==> src/design/irs_pkg.sv <==
// constants for the register select logic of one interrupt unit
// assumes an 8-bit x bus with one-cycle read and write strobes
//
// Functional notes
// [RULE_01] poll command: next even read returns poll word
// [RULE_02] first read after poll cancels the poll
// [RULE_03] even reads keep the latest chosen register
// [RULE_04] read enable plus select one picks service register
// [RULE_05] first init word or reset picks pending register
// [RULE_06] pending bit is one while its line requests; here set only on a rising edge and cleared by a poll acknowledge
// [RULE_07] service bit is one while level serviced
// [RULE_08] end of interrupt clears the matching service bit
// [RULE_09] poll bit 7 flags that a request was polled
// [RULE_10] poll bits 2-0 give level, ones if none
// [RULE_11] even write steered by data bits 4 and 3
// [RULE_12] odd write loads init words, then the mask
// [RULE_13] even read selected word, odd read mask
// [RULE_14] units sit at even addresses 020h and 0a0h
// [RULE_15] read enable plus select zero picks pending register
// [RULE_16] poll command forces read enable back to zero
// [RULE_17] poll read acknowledges the polled level
package irs_pkg;
    // unit base addresses on the x bus
    localparam logic [7:0] IRS_BASE_FIRST  = 8'h20;
    localparam logic [7:0] IRS_BASE_SECOND = 8'ha0;
    localparam logic [7:0] IRS_ADDR_MASK   = 8'hfe;
    localparam int         IRS_ADDR_LSB    = 0;
    // write steering bits
    localparam int IRS_SEL_HI_BIT = 4;
    localparam int IRS_SEL_LO_BIT = 3;
    // third operation word fields
    localparam int IRS_POLL_BIT     = 2;
    localparam int IRS_READ_EN_BIT  = 1;
    localparam int IRS_READ_SEL_BIT = 0;
    // second operation word fields
    localparam int IRS_END_INT_BIT  = 5;
    localparam int IRS_SPECIFIC_BIT = 6;
    localparam int IRS_LVL_HI       = 2;
    localparam int IRS_LVL_LO       = 0;
    // first init word fields
    localparam int IRS_SINGLE_BIT  = 1;
    localparam int IRS_NEED_W4_BIT = 0;
    // poll word layout
    localparam int         IRS_POLL_INT_BIT = 7;
    localparam logic [2:0] IRS_LEVEL_NONE   = 3'h7;
    localparam logic [3:0] IRS_POLL_FILL    = 4'h0;
    // reset values and one-hot seed
    localparam logic [7:0] IRS_BYTE_ZERO = 8'h00;
    localparam logic [7:0] IRS_ONE_HOT   = 8'h01;
    localparam logic [7:0] IRS_MASK_RST  = 8'h00;
    // read source choice
    localparam logic IRS_SRC_PENDING = 1'b0;
    localparam logic IRS_SRC_SERVICE = 1'b1;
    // init sequence states
    typedef enum logic [3:0]
    {
        IRS_INIT_DONE = 4'b0001,
        IRS_INIT_W2   = 4'b0010,
        IRS_INIT_W3   = 4'b0100,
        IRS_INIT_W4   = 4'b1000
    } irs_init_state_t;
endpackage

==> src/design/irs_unit.sv <==
// register select logic of one interrupt unit on the x bus
// assumes one-cycle read and write strobes synchronous to clk
`timescale 1ns/10ps
module irs_unit
#(
    parameter logic [7:0] BASE_ADDR = irs_pkg::IRS_BASE_FIRST
)
(
    // clock and reset
    input  wire logic       clk,
    input  wire logic       sys_rst,
    input  wire logic       clk_en,
    // x bus cycle
    input  wire logic [7:0] io_addr,
    input  wire logic       io_wr,
    input  wire logic       io_rd,
    input  wire logic [7:0] io_wdata,
    output logic [7:0]      io_rdata,
    output logic            io_rdata_valid,
    // interrupt request lines
    input  wire logic [7:0] request_lines,
    output logic            int_req
);
    import irs_pkg::*;

    if ((BASE_ADDR != IRS_BASE_FIRST) && (BASE_ADDR != IRS_BASE_SECOND))
    begin : g_chk
        $error("irs_unit: base address must be one of the two unit addresses");
    end

    logic [7:0] pending_request_reg;
    logic [7:0] in_service_reg;
    logic [7:0] mask_reg;
    logic [7:0] request_prev;
    logic       read_sel;
    logic       poll_pending;
    logic       init_active;

    logic       hit;
    logic       address_bit_zero;
    logic       data_bit_four;
    logic       data_bit_three;
    logic       wr_even;
    logic       wr_odd;
    logic       rd_even;
    logic       rd_odd;
    logic       second_op_wr;
    logic       third_op_wr;
    logic       first_init_wr;
    logic       mask_wr;
    logic       poll_read;
    logic       poll_ack;
    logic       poll_found;
    logic [2:0] poll_level_code;
    logic       svc_found;
    logic [2:0] svc_level;
    logic [7:0] poll_result_reg;
    logic [7:0] ack_vec;
    logic [7:0] end_int_vec;
    logic [7:0] rise_vec;
    logic [7:0] next_pending;
    logic [7:0] next_service;

    // unit decode at the shared even address and its odd neighbour
    assign hit              = (io_addr & IRS_ADDR_MASK) == BASE_ADDR; // RULE_14
    assign address_bit_zero = io_addr[IRS_ADDR_LSB];
    assign data_bit_four    = io_wdata[IRS_SEL_HI_BIT];
    assign data_bit_three   = io_wdata[IRS_SEL_LO_BIT];
    assign wr_even          = io_wr & hit & ~address_bit_zero;
    assign wr_odd           = io_wr & hit & address_bit_zero;
    assign rd_even          = io_rd & hit & ~address_bit_zero;
    assign rd_odd           = io_rd & hit & address_bit_zero;

    // even write steering by data bits four and three
    assign second_op_wr  = wr_even & ~data_bit_four & ~data_bit_three; // RULE_11
    assign third_op_wr   = wr_even & ~data_bit_four & data_bit_three; // RULE_11
    assign first_init_wr = wr_even & data_bit_four; // RULE_11
    assign mask_wr       = wr_odd & ~init_active; // RULE_12

    // init word sequencing for odd writes
    irs_init_seq u_init
    (
        .clk           (clk),
        .sys_rst       (sys_rst),
        .clk_en        (clk_en),
        .first_init_wr (first_init_wr),
        .odd_wr        (wr_odd),
        .wdata         (io_wdata),
        .init_active   (init_active)
    );

    // highest unmasked pending level for the poll word
    irs_prio_enc #(.WIDTH(8), .LVL_W(3)) u_poll_enc
    (
        .vec   (pending_request_reg & ~mask_reg),
        .found (poll_found),
        .level (poll_level_code)
    );

    // highest level in service for a nonspecific end of interrupt
    irs_prio_enc #(.WIDTH(8), .LVL_W(3)) u_svc_enc
    (
        .vec   (in_service_reg),
        .found (svc_found),
        .level (svc_level)
    );

    // poll word: flag, undefined middle read as zero, level or all ones
    assign poll_result_reg = {poll_found, IRS_POLL_FILL, // RULE_09
                              poll_found ? poll_level_code : IRS_LEVEL_NONE}; // RULE_10

    // poll read acknowledges the polled level
    assign poll_read = rd_even & poll_pending;
    assign poll_ack  = poll_read & poll_found; // RULE_17
    assign ack_vec   = poll_ack ? (IRS_ONE_HOT << poll_level_code) : IRS_BYTE_ZERO;

    // end of interrupt picks a specific or the highest serviced level
    always_comb
    begin
        end_int_vec = IRS_BYTE_ZERO;
        if (second_op_wr && io_wdata[IRS_END_INT_BIT])
        begin
            if (io_wdata[IRS_SPECIFIC_BIT])
                end_int_vec = IRS_ONE_HOT << io_wdata[IRS_LVL_HI:IRS_LVL_LO]; // RULE_08
            else if (svc_found)
                end_int_vec = IRS_ONE_HOT << svc_level; // RULE_08
        end
    end

    // pending bits follow their lines, a fresh edge beats the acknowledge
    assign rise_vec     = request_lines & ~request_prev;
    assign next_pending = (pending_request_reg | rise_vec) & request_lines & ~(ack_vec & ~rise_vec); // RULE_06
    // service bits: acknowledge wins over an end of interrupt clear in the same cycle, the first init word clears all
    assign next_service = first_init_wr ? IRS_BYTE_ZERO : ((in_service_reg & ~end_int_vec) | ack_vec); // RULE_07

    // request edge history and pending bits
    always_ff @(posedge clk)
    begin
        if (sys_rst)
        begin
            request_prev        <= IRS_BYTE_ZERO;
            pending_request_reg <= IRS_BYTE_ZERO;
        end
        else if (clk_en)
        begin
            request_prev        <= request_lines;
            pending_request_reg <= next_pending; // RULE_06
        end
    end

    // service bits
    always_ff @(posedge clk)
    begin
        if (sys_rst)
            in_service_reg <= IRS_BYTE_ZERO;
        else if (clk_en)
            in_service_reg <= next_service; // RULE_07 RULE_08 RULE_17
    end

    // interrupt mask, cleared by the first init word
    always_ff @(posedge clk)
    begin
        if (sys_rst)
            mask_reg <= IRS_MASK_RST;
        else if (clk_en)
        begin
            if (first_init_wr)
                mask_reg <= IRS_MASK_RST;
            else if (mask_wr)
                mask_reg <= io_wdata; // RULE_12
        end
    end

    // read source choice and pending poll
    always_ff @(posedge clk)
    begin
        if (sys_rst)
        begin
            read_sel     <= IRS_SRC_PENDING; // RULE_05
            poll_pending <= 1'b0;
        end
        else if (clk_en)
        begin
            if (first_init_wr)
            begin
                read_sel     <= IRS_SRC_PENDING; // RULE_05
                poll_pending <= 1'b0;
            end
            else if (third_op_wr)
            begin
                // a poll forces read enable off, so the choice stays
                if (io_wdata[IRS_POLL_BIT])
                    poll_pending <= 1'b1; // RULE_01 RULE_16
                else
                begin
                    poll_pending <= 1'b0;
                    if (io_wdata[IRS_READ_EN_BIT])
                        read_sel <= io_wdata[IRS_READ_SEL_BIT]; // RULE_04 RULE_15
                end
            end
            else if (rd_even || rd_odd)
                poll_pending <= 1'b0; // RULE_02
        end
    end

    // read data and its valid flag
    always_ff @(posedge clk)
    begin
        if (sys_rst)
        begin
            io_rdata       <= IRS_BYTE_ZERO;
            io_rdata_valid <= 1'b0;
        end
        else if (clk_en)
        begin
            io_rdata_valid <= rd_even | rd_odd;
            if (rd_odd)
                io_rdata <= mask_reg; // RULE_13
            else if (rd_even && poll_pending)
                io_rdata <= poll_result_reg; // RULE_13 RULE_01
            else if (rd_even)
                io_rdata <= read_sel ? in_service_reg : pending_request_reg; // RULE_13 RULE_03
        end
    end

    // any unmasked request raises the interrupt line
    always_ff @(posedge clk)
    begin
        if (sys_rst)
            int_req <= 1'b0;
        else if (clk_en)
            int_req <= |(pending_request_reg & ~mask_reg);
    end
endmodule

==> src/design/irs_prio_enc.sv <==
// fixed priority encoder, bit 0 highest
// assumes a combinational consumer in the same clock domain
`timescale 1ns/10ps
module irs_prio_enc
#(
    parameter int WIDTH = 8,
    parameter int LVL_W = 3
)
(
    // request vector
    input  wire logic [WIDTH-1:0] vec,
    // result
    output logic                  found,
    output logic [LVL_W-1:0]      level
);
    import irs_pkg::*;

    if (WIDTH != (1 << LVL_W))
    begin : g_chk
        $error("irs_prio_enc: width must be two to the level width");
    end

    // scan from lowest priority so the highest one lands last
    always_comb
    begin
        found = 1'b0;
        level = '1;
        for (int i = WIDTH - 1; i >= 0; i--)
        begin
            if (vec[i])
            begin
                found = 1'b1;
                level = LVL_W'(i);
            end
        end
    end
endmodule

==> src/design/irs_init_seq.sv <==
// tracks the initialization word sequence of one unit
// assumes strobes already decoded to this unit
`timescale 1ns/10ps
module irs_init_seq
(
    // clock and reset
    input  wire logic       clk,
    input  wire logic       sys_rst,
    input  wire logic       clk_en,
    // decoded writes
    input  wire logic       first_init_wr,
    input  wire logic       odd_wr,
    input  wire logic [7:0] wdata,
    // status
    output logic            init_active
);
    import irs_pkg::*;

    irs_init_state_t state;
    logic            single_mode;
    logic            need_fourth;

    assign init_active = (state != IRS_INIT_DONE);

    // word counter: second, optional third, optional fourth
    always_ff @(posedge clk)
    begin
        if (sys_rst)
        begin
            state       <= IRS_INIT_DONE;
            single_mode <= 1'b0;
            need_fourth <= 1'b0;
        end
        else if (clk_en)
        begin
            if (first_init_wr)
            begin
                state       <= IRS_INIT_W2;
                single_mode <= wdata[IRS_SINGLE_BIT];
                need_fourth <= wdata[IRS_NEED_W4_BIT];
            end
            else if (odd_wr)
            begin
                case (state)
                    IRS_INIT_W2:
                        state <= !single_mode ? IRS_INIT_W3 : (need_fourth ? IRS_INIT_W4 : IRS_INIT_DONE);
                    IRS_INIT_W3:
                        state <= need_fourth ? IRS_INIT_W4 : IRS_INIT_DONE;
                    IRS_INIT_W4:
                        state <= IRS_INIT_DONE;
                    IRS_INIT_DONE:
                        state <= IRS_INIT_DONE;
                    default:
                        state <= IRS_INIT_DONE;
                endcase
            end
        end
    end
endmodule

==> config.mk <==
export PLATFORM = sky130hd
export DESIGN_NAME = irs_unit
export DESIGN_NICKNAME = d
export VERILOG_FILES = /design/src/design/irs_pkg.sv /design/src/design/irs_unit.sv /design/src/design/irs_prio_enc.sv /design/src/design/irs_init_seq.sv
export SDC_FILE = /design/constraint.sdc
export NUM_CORES = 1
export LEC_CHECK = 0
export ABC_AREA = 1
export CAP_MARGIN = 20
export CORE_ASPECT_RATIO = 1.5
export CORE_MARGIN = 4
export CORE_UTILIZATION = 58
export CTS_CLUSTER_SIZE = 40
export DETAILED_ROUTE_END_ITERATION = 8
export DONT_BUFFER_PORTS = 1
export PLACE_DENSITY_LB_ADDON = 0.1
export SYNTH_ARGS = -nofsm -noshare
export SYNTH_HDL_FRONTEND = slang
export SYNTH_SLANG_ARGS = --single-unit
export TNS_END_PERCENT = 5
==> constraint.sdc <==
create_clock -name clk -period 1.9 [get_ports clk]
set_clock_uncertainty 0.15 [all_clocks]
set_input_delay 0.095 -clock clk [delete_from_list [all_inputs] [get_ports clk]]
set_output_delay 0.095 -clock clk [all_outputs]
set_load 0.02 [all_outputs]
### Word-level counts from Yosys, hierarchy flattened

Cells that the tools add are included.

* word-level logic and storage cells: 122
* output and inout bits: 10
* flip-flop bits (word level): 50

* equal/unequal tests: 5
* bitwise gates (word level): 31
* shift operators: 3
* multiplexer cells: 55
* reduce and logical (&&, ||, !) cells: 16

Operators with widths (number)
* two-way mux 8 bit: 11
* AND 8 bit: 6
* inverter 8 bit: 5
* two-way mux 3 bit: 9
* two-way mux 1 bit: 26
* left shift 1 x 3 -> 8 bit (first input constant): 3
* two-way mux 4 bit: 4
* bitwise OR 8 bit: 2
* AND 1 bit: 13
* AND reduction 2 bit: 5
* two-way mux 2 bit: 4
* one-hot mux 4 bit (2 select lines): 1
* nonzero test 2 bit: 4
* OR reduction 8 bit: 1
* == test 7 x 5 -> 1 bit (second input constant): 1
* nonzero test 3 bit: 2
* == test 4 x 2 -> 1 bit (second input constant): 1
* == test 4 x 3 -> 1 bit (second input constant): 1
* != test 4 x 1 -> 1 bit (second input constant): 1
* inverter 1 bit: 4
* AND reduction 4 bit: 1
* logical AND 1 bit: 2
* != test 2 x 1 -> 1 bit (second input constant): 1
* logical OR 1 bit: 1
* bitwise OR 1 bit: 1

### Longest topological paths before layout

Gate-level depths: netlist of the first run.

* depth in word-level cells: 15
* depth in mapped cells: 14
* gate-level depth less buffers: 14

### Hierarchy

A second synthesis of the first run with hierarchy kept.

* cell total of the unflattened synthesis: 461
* area, all modules: 2970.3 um^2

By module, submodules not included
* irs_unit: cells each 387, sequential area each 880.8 um^2, times used 1, area each 2521.2 um^2
* irs_init_seq: cells each 42, sequential area each 120.1 um^2, times used 1, area each 296.5 um^2
* irs_prio_enc: cells each 16, sequential area each 0.0 um^2, times used 2, area each 76.3 um^2

### Least setup slack after synthesis of the first run

OpenSTA, ideal clock, no wires.

* path type: register to register
* start point: register pending_request_reg[1]
* end point: register pending_request_reg[4]
* library setup time: 132 ps
* period minus slack after synthesis: 1477 ps
* buffers on the path: 0
* data arrival time: 1195 ps
* path slack: 423 ps
* stages on the path, launching flop included: 12
* cell sequence: dfxtp_1 nand2_1 nand2_1 inv_1 nand2_1 nor2_1 nor3_1 nand2_1 nand2_1 nand2_1 nand2_1 a21oi_1

* word-level cells in the longest chain between the ends: 8
* elaborated cells between the ends (all ways): 11
* those cells by class: shift: 1; mux: 5; bitwise: 5

Ends and longest elaborated chain
* from (decl): RTL line irs_unit.sv:31 `logic [7:0] pending_request_reg;`
* from (signal assigned): RTL line irs_unit.sv:147 `pending_request_reg <= next_pending;`
* AND 8 bit *: RTL line irs_unit.sv:95 `.vec (pending_request_reg & ~mask_reg),`
* two-way mux 3 bit / two-way mux 1 bit (equally long branches) (2 in a row): RTL line irs_prio_enc.sv:30 `if (vec[i])`
* left shift 1 x 3 -> 8 bit / AND 1 bit (equally long branches): RTL line irs_unit.sv:115, irs_unit.sv:114
* two-way mux 8 bit *: RTL line irs_unit.sv:115 `assign ack_vec = poll_ack ? (IRS_ONE_HOT << poll_level_code) : IRS_BYTE_ZERO;`
* AND 8 bit *: RTL line irs_unit.sv:132 `assign next_pending = (pending_request_reg | rise_vec) & request_lines & ~(ack_vec & ~rise_vec);`
* inverter 8 bit *: RTL line irs_unit.sv:132
* AND 8 bit *: RTL line irs_unit.sv:132

Every way passes the cells marked *; elsewhere a longest branch is shown, timed or not.
A chain may end at the register's enable or synchronous reset.

### Worst setup path in the final report of the first run

* start point: input port io_wdata[4]
* end point: register mask_reg[2]

* word-level cells in the longest chain between the ends: 3
* elaborated cells between the ends (all ways): 4
* those cells by class: mux: 1; bitwise: 1; reduce/logical: 2

Ends and longest elaborated chain
* from (decl): RTL line irs_unit.sv:17 `input wire logic [7:0] io_wdata,`
* AND 1 bit *: RTL line irs_unit.sv:77 `assign first_init_wr = wr_even & data_bit_four;`
* nonzero test 2 bit (no source line)
* AND reduction 2 bit (no source line)
* to (signal assigned): RTL line irs_unit.sv:170 `mask_reg <= io_wdata;`
* to (decl): RTL line irs_unit.sv:33 `logic [7:0] mask_reg;`

Marks and branches as above.

==> impl_metrics.ini, run 1 <==
[clock_network]
cts_tree = built
cts-htree-levels = 2
post_cts.repair.setup_buffers = 0
root_buffer = clkbuf_8
clk_latency_ns = 0.30
clock_path_buffers = 2
path_clk_slew_ns = 0.09
cts_buffers = 5
cts.sinks = 50

[logic_synthesis]
synth_edf_count = 0
synth_cell_types = 33
syn_inst = 456
yosys-top-cells-area = dfxtp_1 35%, nand2_1 21%, a21oi_1 8.2%
yosysWarnings = 0
ys_async_sr_fraction = 0
avgSynthCellArea_sq_um = 6.19
syn-num-nets = 485
ys_ff_latch = 50
synth_area_sq_um = 2820
synth-main-ff-cell = dfxtp_1
synth.yosys.seq_area_share = 0.355
yosys.area.top_type = dfxtp_1
yosys.area.top_type_share = 0.355
yosysMostFrequentCell = nand2_1
synth_common_cells = 160 x nand2_1, 50 x dfxtp_1, 49 x inv_1

[timing]
period_needed_ns = 1.85
max_slew_margin = 0.703
setup_viol = 0
fin_ws_ns = 0.0539
worstMarginPinSlew_ns = 0.445
rsz0062_at_grt = true
slew_viol_final = 0
clock.fmax_ghz = 0.542
hold_violations = 0
period_share = 0.972

[power_and_ir_drop]
swShare = 0.233
p_per_area_nw_per_um2 = 667
ir_worst_vdd_uv = 553
pwr-share-clk = 0.403
p_comb_frac = 0.115
p_sw_uw = 527
power_leakage_nw = 1.46
p_seq_frac = 0.481
p_int_mw = 1.73

[worst_setup_path]
crit_fanout = 7
crit_path_max_incr_delay_ns = 0.58
slowest_stage = dlygate4sd3_1
crit_path_end_kind = flop
cp-start-kind = input port
path_delay_family = buffers and inverters
cp.buffers_inverters = 2
startpoint = io_wdata[4]
r2r-start = u_init.state[0]
path_cells = dlygate4sd3_1 -> nand2_2 -> nand2_2 -> nor2_4 -> nand2_1 -> a21oi_1 -> dlygate4sd3_1
cp.arrival_ns = 1.94
critical_path_class = in -> reg
required_ns = 1.99

[floorplan]
core_area_sq_um = 4620
fp-row-count = 30
die_height_microns = 93.4
ioPinCount = 39
dieArea_sq_um = 6070
initial_core_util = 0.611
die_x_microns = 65.0

[final_layout]
syn_to_final_growth_pct = 20.0
drive_above_1_share = 0.0900
nets = 517
seqCellArea_sq_um = 1000
multiInputGateArea_sq_um = 1610
final_util = 0.734
num_antenna_cells = 0
fillers = 399

[global_routing]
antenna_found_initial = 0
grt_overflow = 0
gr-usage-all-layers = 0.292
grt_first_pass_wirelength_microns = 13700
grt_pass1_vias = 3016
grt_max_degree = 39

[detailed_routing]
drtAntennaViolNets = 0
drc = 0
drt_pass1_iterations = 4
drt-wirelength-per-cell_microns = 15.1
vias_per_cell = 5.53
drtIter0Drc = 225
vias = 3056
drt_wl_total_microns = 8350

[min_path]
hold_path_class = in -> reg
hold_start = clk_en

[place]
dp_hpwl_microns = 5930
port_buffers = 0
gp_congestion = 0.918
dp_slack_ns = 0.0790

[outcome]
status = finished clean

[job]
maxCapViolations = 0
routing by layer:
metal / global-route usage / vias up / share of wire
met3: 0.0517 / 32 / 0.063
met2: 0.510 / 108 / 0.50
li1: - / 1527 / -
met1: 0.326 / 1389 / 0.39
met5: 0 / - / 0
met4: 0.171 / 0 / 0.053
area by class of cell:
cell class                 count  share of cell area
clock buffer                   6              0.0244
clock inverter                 2              0.0177
inverter                      53              0.0587
multi-input combinational    342               0.475
sequential                    50               0.297
tap                           64              0.0236
timing repair buffer          36               0.103
cells by family after synthesis:
group / synth area share
buffers and inverters: 0.0873
AOI/OAI and AO/OA: 0.194
DFF: 0.355
and+or+nand+nor: 0.364
layout by cell type, fill, tap and decap left out:
cell / count
and3_1: 1
nand4_2: 1
inv_2: 1
nor3_1: 4
clkinv_1: 3
nand2_1: 158
nor3_4: 1
buf_12: 1
nand4_1: 4
or2_4: 1
a22oi_1: 5
dfxtp_2: 3
nand3b_1: 2
dfxtp_1: 47
nor2_4: 5
a21boi_0: 1
o21ai_0: 35
o2111ai_1: 1
nand2_2: 7
a211oi_1: 1
dlygate4sd3_1: 27
nand3_1: 12
a211oi_2: 1
o21bai_1: 1
nor3_2: 3
o211ai_1: 6
nand2_4: 1
nor2_1: 39
bufinv_16: 2
a21oi_1: 46
clkbuf_8: 6
o21ai_1: 3
nor2_2: 3
buf_4: 8
inv_1: 49
power by group through the flow:
stage	clock network (mW)	logic, mW	registers (mW)
floorplan	0	0.159	1.11
global placement	0	0.188	1.11
detailed placement	0	0.189	1.11
CTS	0.924	0.248	1.09
global route	0.972	0.296	1.09
finish	0.911	0.261	1.09
final timing paths:
check             depth (start not counted)                 to  slack [ns]
setup / recovery                          7        mask_reg[2]        0.05
hold reg to reg                           2    request_prev[2]        0.32
setup reg to reg                          7        mask_reg[2]        0.08
hold / removal                            4  in_service_reg[5]        0.02
per-stage QoR:
step	hold slack [ns]	power, mW	cells	cell area, sq um	setup TNS [ns]
after floorplan	0.0799	1.27	456	2820	0
after global placement	0.0192	1.30	517	2920	0
after detailed placement	0.0236	1.30	517	2920	0
after CTS	0.0111	2.26	553	3350	0
after global routing	0.0422	2.36	553	3390	-0.0781
final	0.0219	2.26	553	3390	0
worst reg2reg max path, cell delays in order (launching register included):
cell and delay (ns):
dfxtp_1 0.32, inv_1 0.06, nor2_1 0.12, nand2_2 0.10, nor2_4 0.24, nand2_1 0.09
a21oi_1 0.12, dlygate4sd3_1 0.56
repair_timing:
| action | CTS | global route |
|---|---|---|
| resized for setup | 0 | 13 |
| hold buffers | 28 | 0 |
| endpoints found under the setup margin | 0 | 13 |
| endpoints found under the hold margin | 48 | 0 |
No activity file was read; power rests on OpenSTA's default activity.
==> inputs of run 2 (changes only) <==
clock period = 2.3 ns   (was 1.9 ns; I/O delays follow)
==> run 2 against run 1 <==
Combinational power is 20% lower. Design area is 2.4% lower. Sequential cell count stayed put. Critical endpoint is now pending_request_reg[3].
==> impl_metrics.ini, run 2 (same netlist as run 1, synthesis figures left out) <==
[clock_network]
root_buffer = clkbuf_8
path_clk_slew_ns = 0.09
cts.sinks = 50
cts_tree = built
clock_path_buffers = 2
cts-htree-levels = 2
clk_latency_ns = 0.31
cts_buffers = 5
post_cts.repair.setup_buffers = 0

[final_layout]
num_antenna_cells = 0
fillers = 419
syn_to_final_growth_pct = 17.1
nets = 515
final_common_cell = nand2_1
final_cell_area_sq_um = 3300
seqCellArea_sq_um = 1000
drive_above_1_share = 0.0595
multiInputGateArea_sq_um = 1580
final_cell_count_no_fill = 551
mostFrequentLayoutCells = 160 x nand2_1, 49 x inv_1, 49 x dfxtp_1

[worst_setup_path]
critical_path_class = reg -> reg
cp-start-kind = flop
required_ns = 2.35
cp.arrival_ns = 2.25
crit_fanout = 4
crit_path_end_kind = flop

[timing]
setup_tns_ns = 0
setup_viol = 0
fin_ws_ns = 0.0921
clock.fmax_ghz = 0.453
max_slew_margin = 0.671
rsz0062_at_grt = true
period_needed_ns = 2.21
hold_violations = 0
hold-worst-slack_ns = 0.0354
worstMarginPinSlew_ns = 0.492
slew_viol_final = 0
period_share = 0.960

[detailed_routing]
drt-wirelength-per-cell_microns = 14.7
drtAntennaViolNets = 0
drc = 0
drt_pass1_iterations = 7
vias_per_cell = 5.43
drt_wl_total_microns = 8080
vias = 2993
drtIter0Drc = 249

[floorplan]
fp-row-count = 30
dieArea_sq_um = 6070
die_x_microns = 65.0
core_area_sq_um = 4620
ioPinCount = 39
initial_core_util = 0.611
die_height_microns = 93.4

[place]
place_area_sq_um = 2860
place_inst = 510
gp_congestion = 0.942
dp_hpwl_microns = 5590
dp_slack_ns = 0.480
port_buffers = 0

[global_routing]
gr-usage-all-layers = 0.283
grt_overflow = 0
grt_first_pass_wirelength_microns = 13300
grt_max_degree = 38
antenna_found_initial = 0
grt_pass1_vias = 2884

[power_and_ir_drop]
p_per_area_nw_per_um2 = 500
power_leakage_nw = 1.43
ir_worst_vdd_uv = 523

[job]
maxCapViolations = 0

[outcome]
status = finished clean

[min_path]
hold_path_class = in -> reg
run 2: per-layer routing:
| metal | up-vias | GRT usage | wire (microns) |
|---|---|---|---|
| met5 | - | 0 | 0 |
| met4 | 0 | 0.118 | 274 |
| met3 | 22 | 0.0577 | 556 |
| met2 | 110 | 0.506 | 4090 |
| met1 | 1335 | 0.319 | 3160 |
| li1 | 1526 | - | - |
run 2: worst max-delay path: stages, from the launching register on:
cell and delay [ns]:
dfxtp_1 0.44, nand2_1 0.14, nand2_1 0.08, inv_1 0.05
nand2_1 0.14, inv_1 0.08, nor2_1 0.15, nand2_1 0.10
nand2_1 0.06, nand2_1 0.04, nand2_1 0.05, a21oi_1 0.06
dlygate4sd3_1 0.56
run 2: final cells by class:
cell class                      instances  share of cell area
Clock buffer                            6              0.0250
Clock inverter                          2             0.00379
Inverter                               53              0.0602
Multi-Input combinational cell        342               0.477
Sequential cell                        50               0.303
Tap cell                               64              0.0242
Timing Repair Buffer                   34               0.106
run 2: per-stage QoR:
step | power (mW) | utilization
floorplan | 1.05 | -
global placement | 1.07 | 0.620
detailed placement | 1.07 | 0.620
CTS | 1.65 | 0.714
global route | 1.72 | 0.716
finish | 1.65 | 0.716
run 2: power breakdown:
| group | switching, mW | internal (mW) | leakage (nW) |
|---|---|---|---|
| clock network | 0.300 | 0.242 | 0.0472 |
| logic | 0.125 | 0.0833 | 0.975 |
| registers | 0.0176 | 0.883 | 0.406 |
| total | 0.443 | 1.21 | 1.43 |
run 2: repair_timing:
item,4_1_cts,5_1_grt
hold endpoints to repair,47,0
setup endpoints to repair,0,5
hold buffers,33,0
gates resized for setup,0,3
run 2: path summary, 6_finish.rpt:
path	endpoint	slack (ns)	depth (start not counted)	start
worst max-delay path	pending_request_reg[3]	0.09	12	pending_request_reg[0]
worst min-delay path	u_init.state[0]	0.04	2	sys_rst
worst max register to register	pending_request_reg[3]	0.09	12	pending_request_reg[0]
worst min register to register	request_prev[0]	0.32	2	request_prev[0]
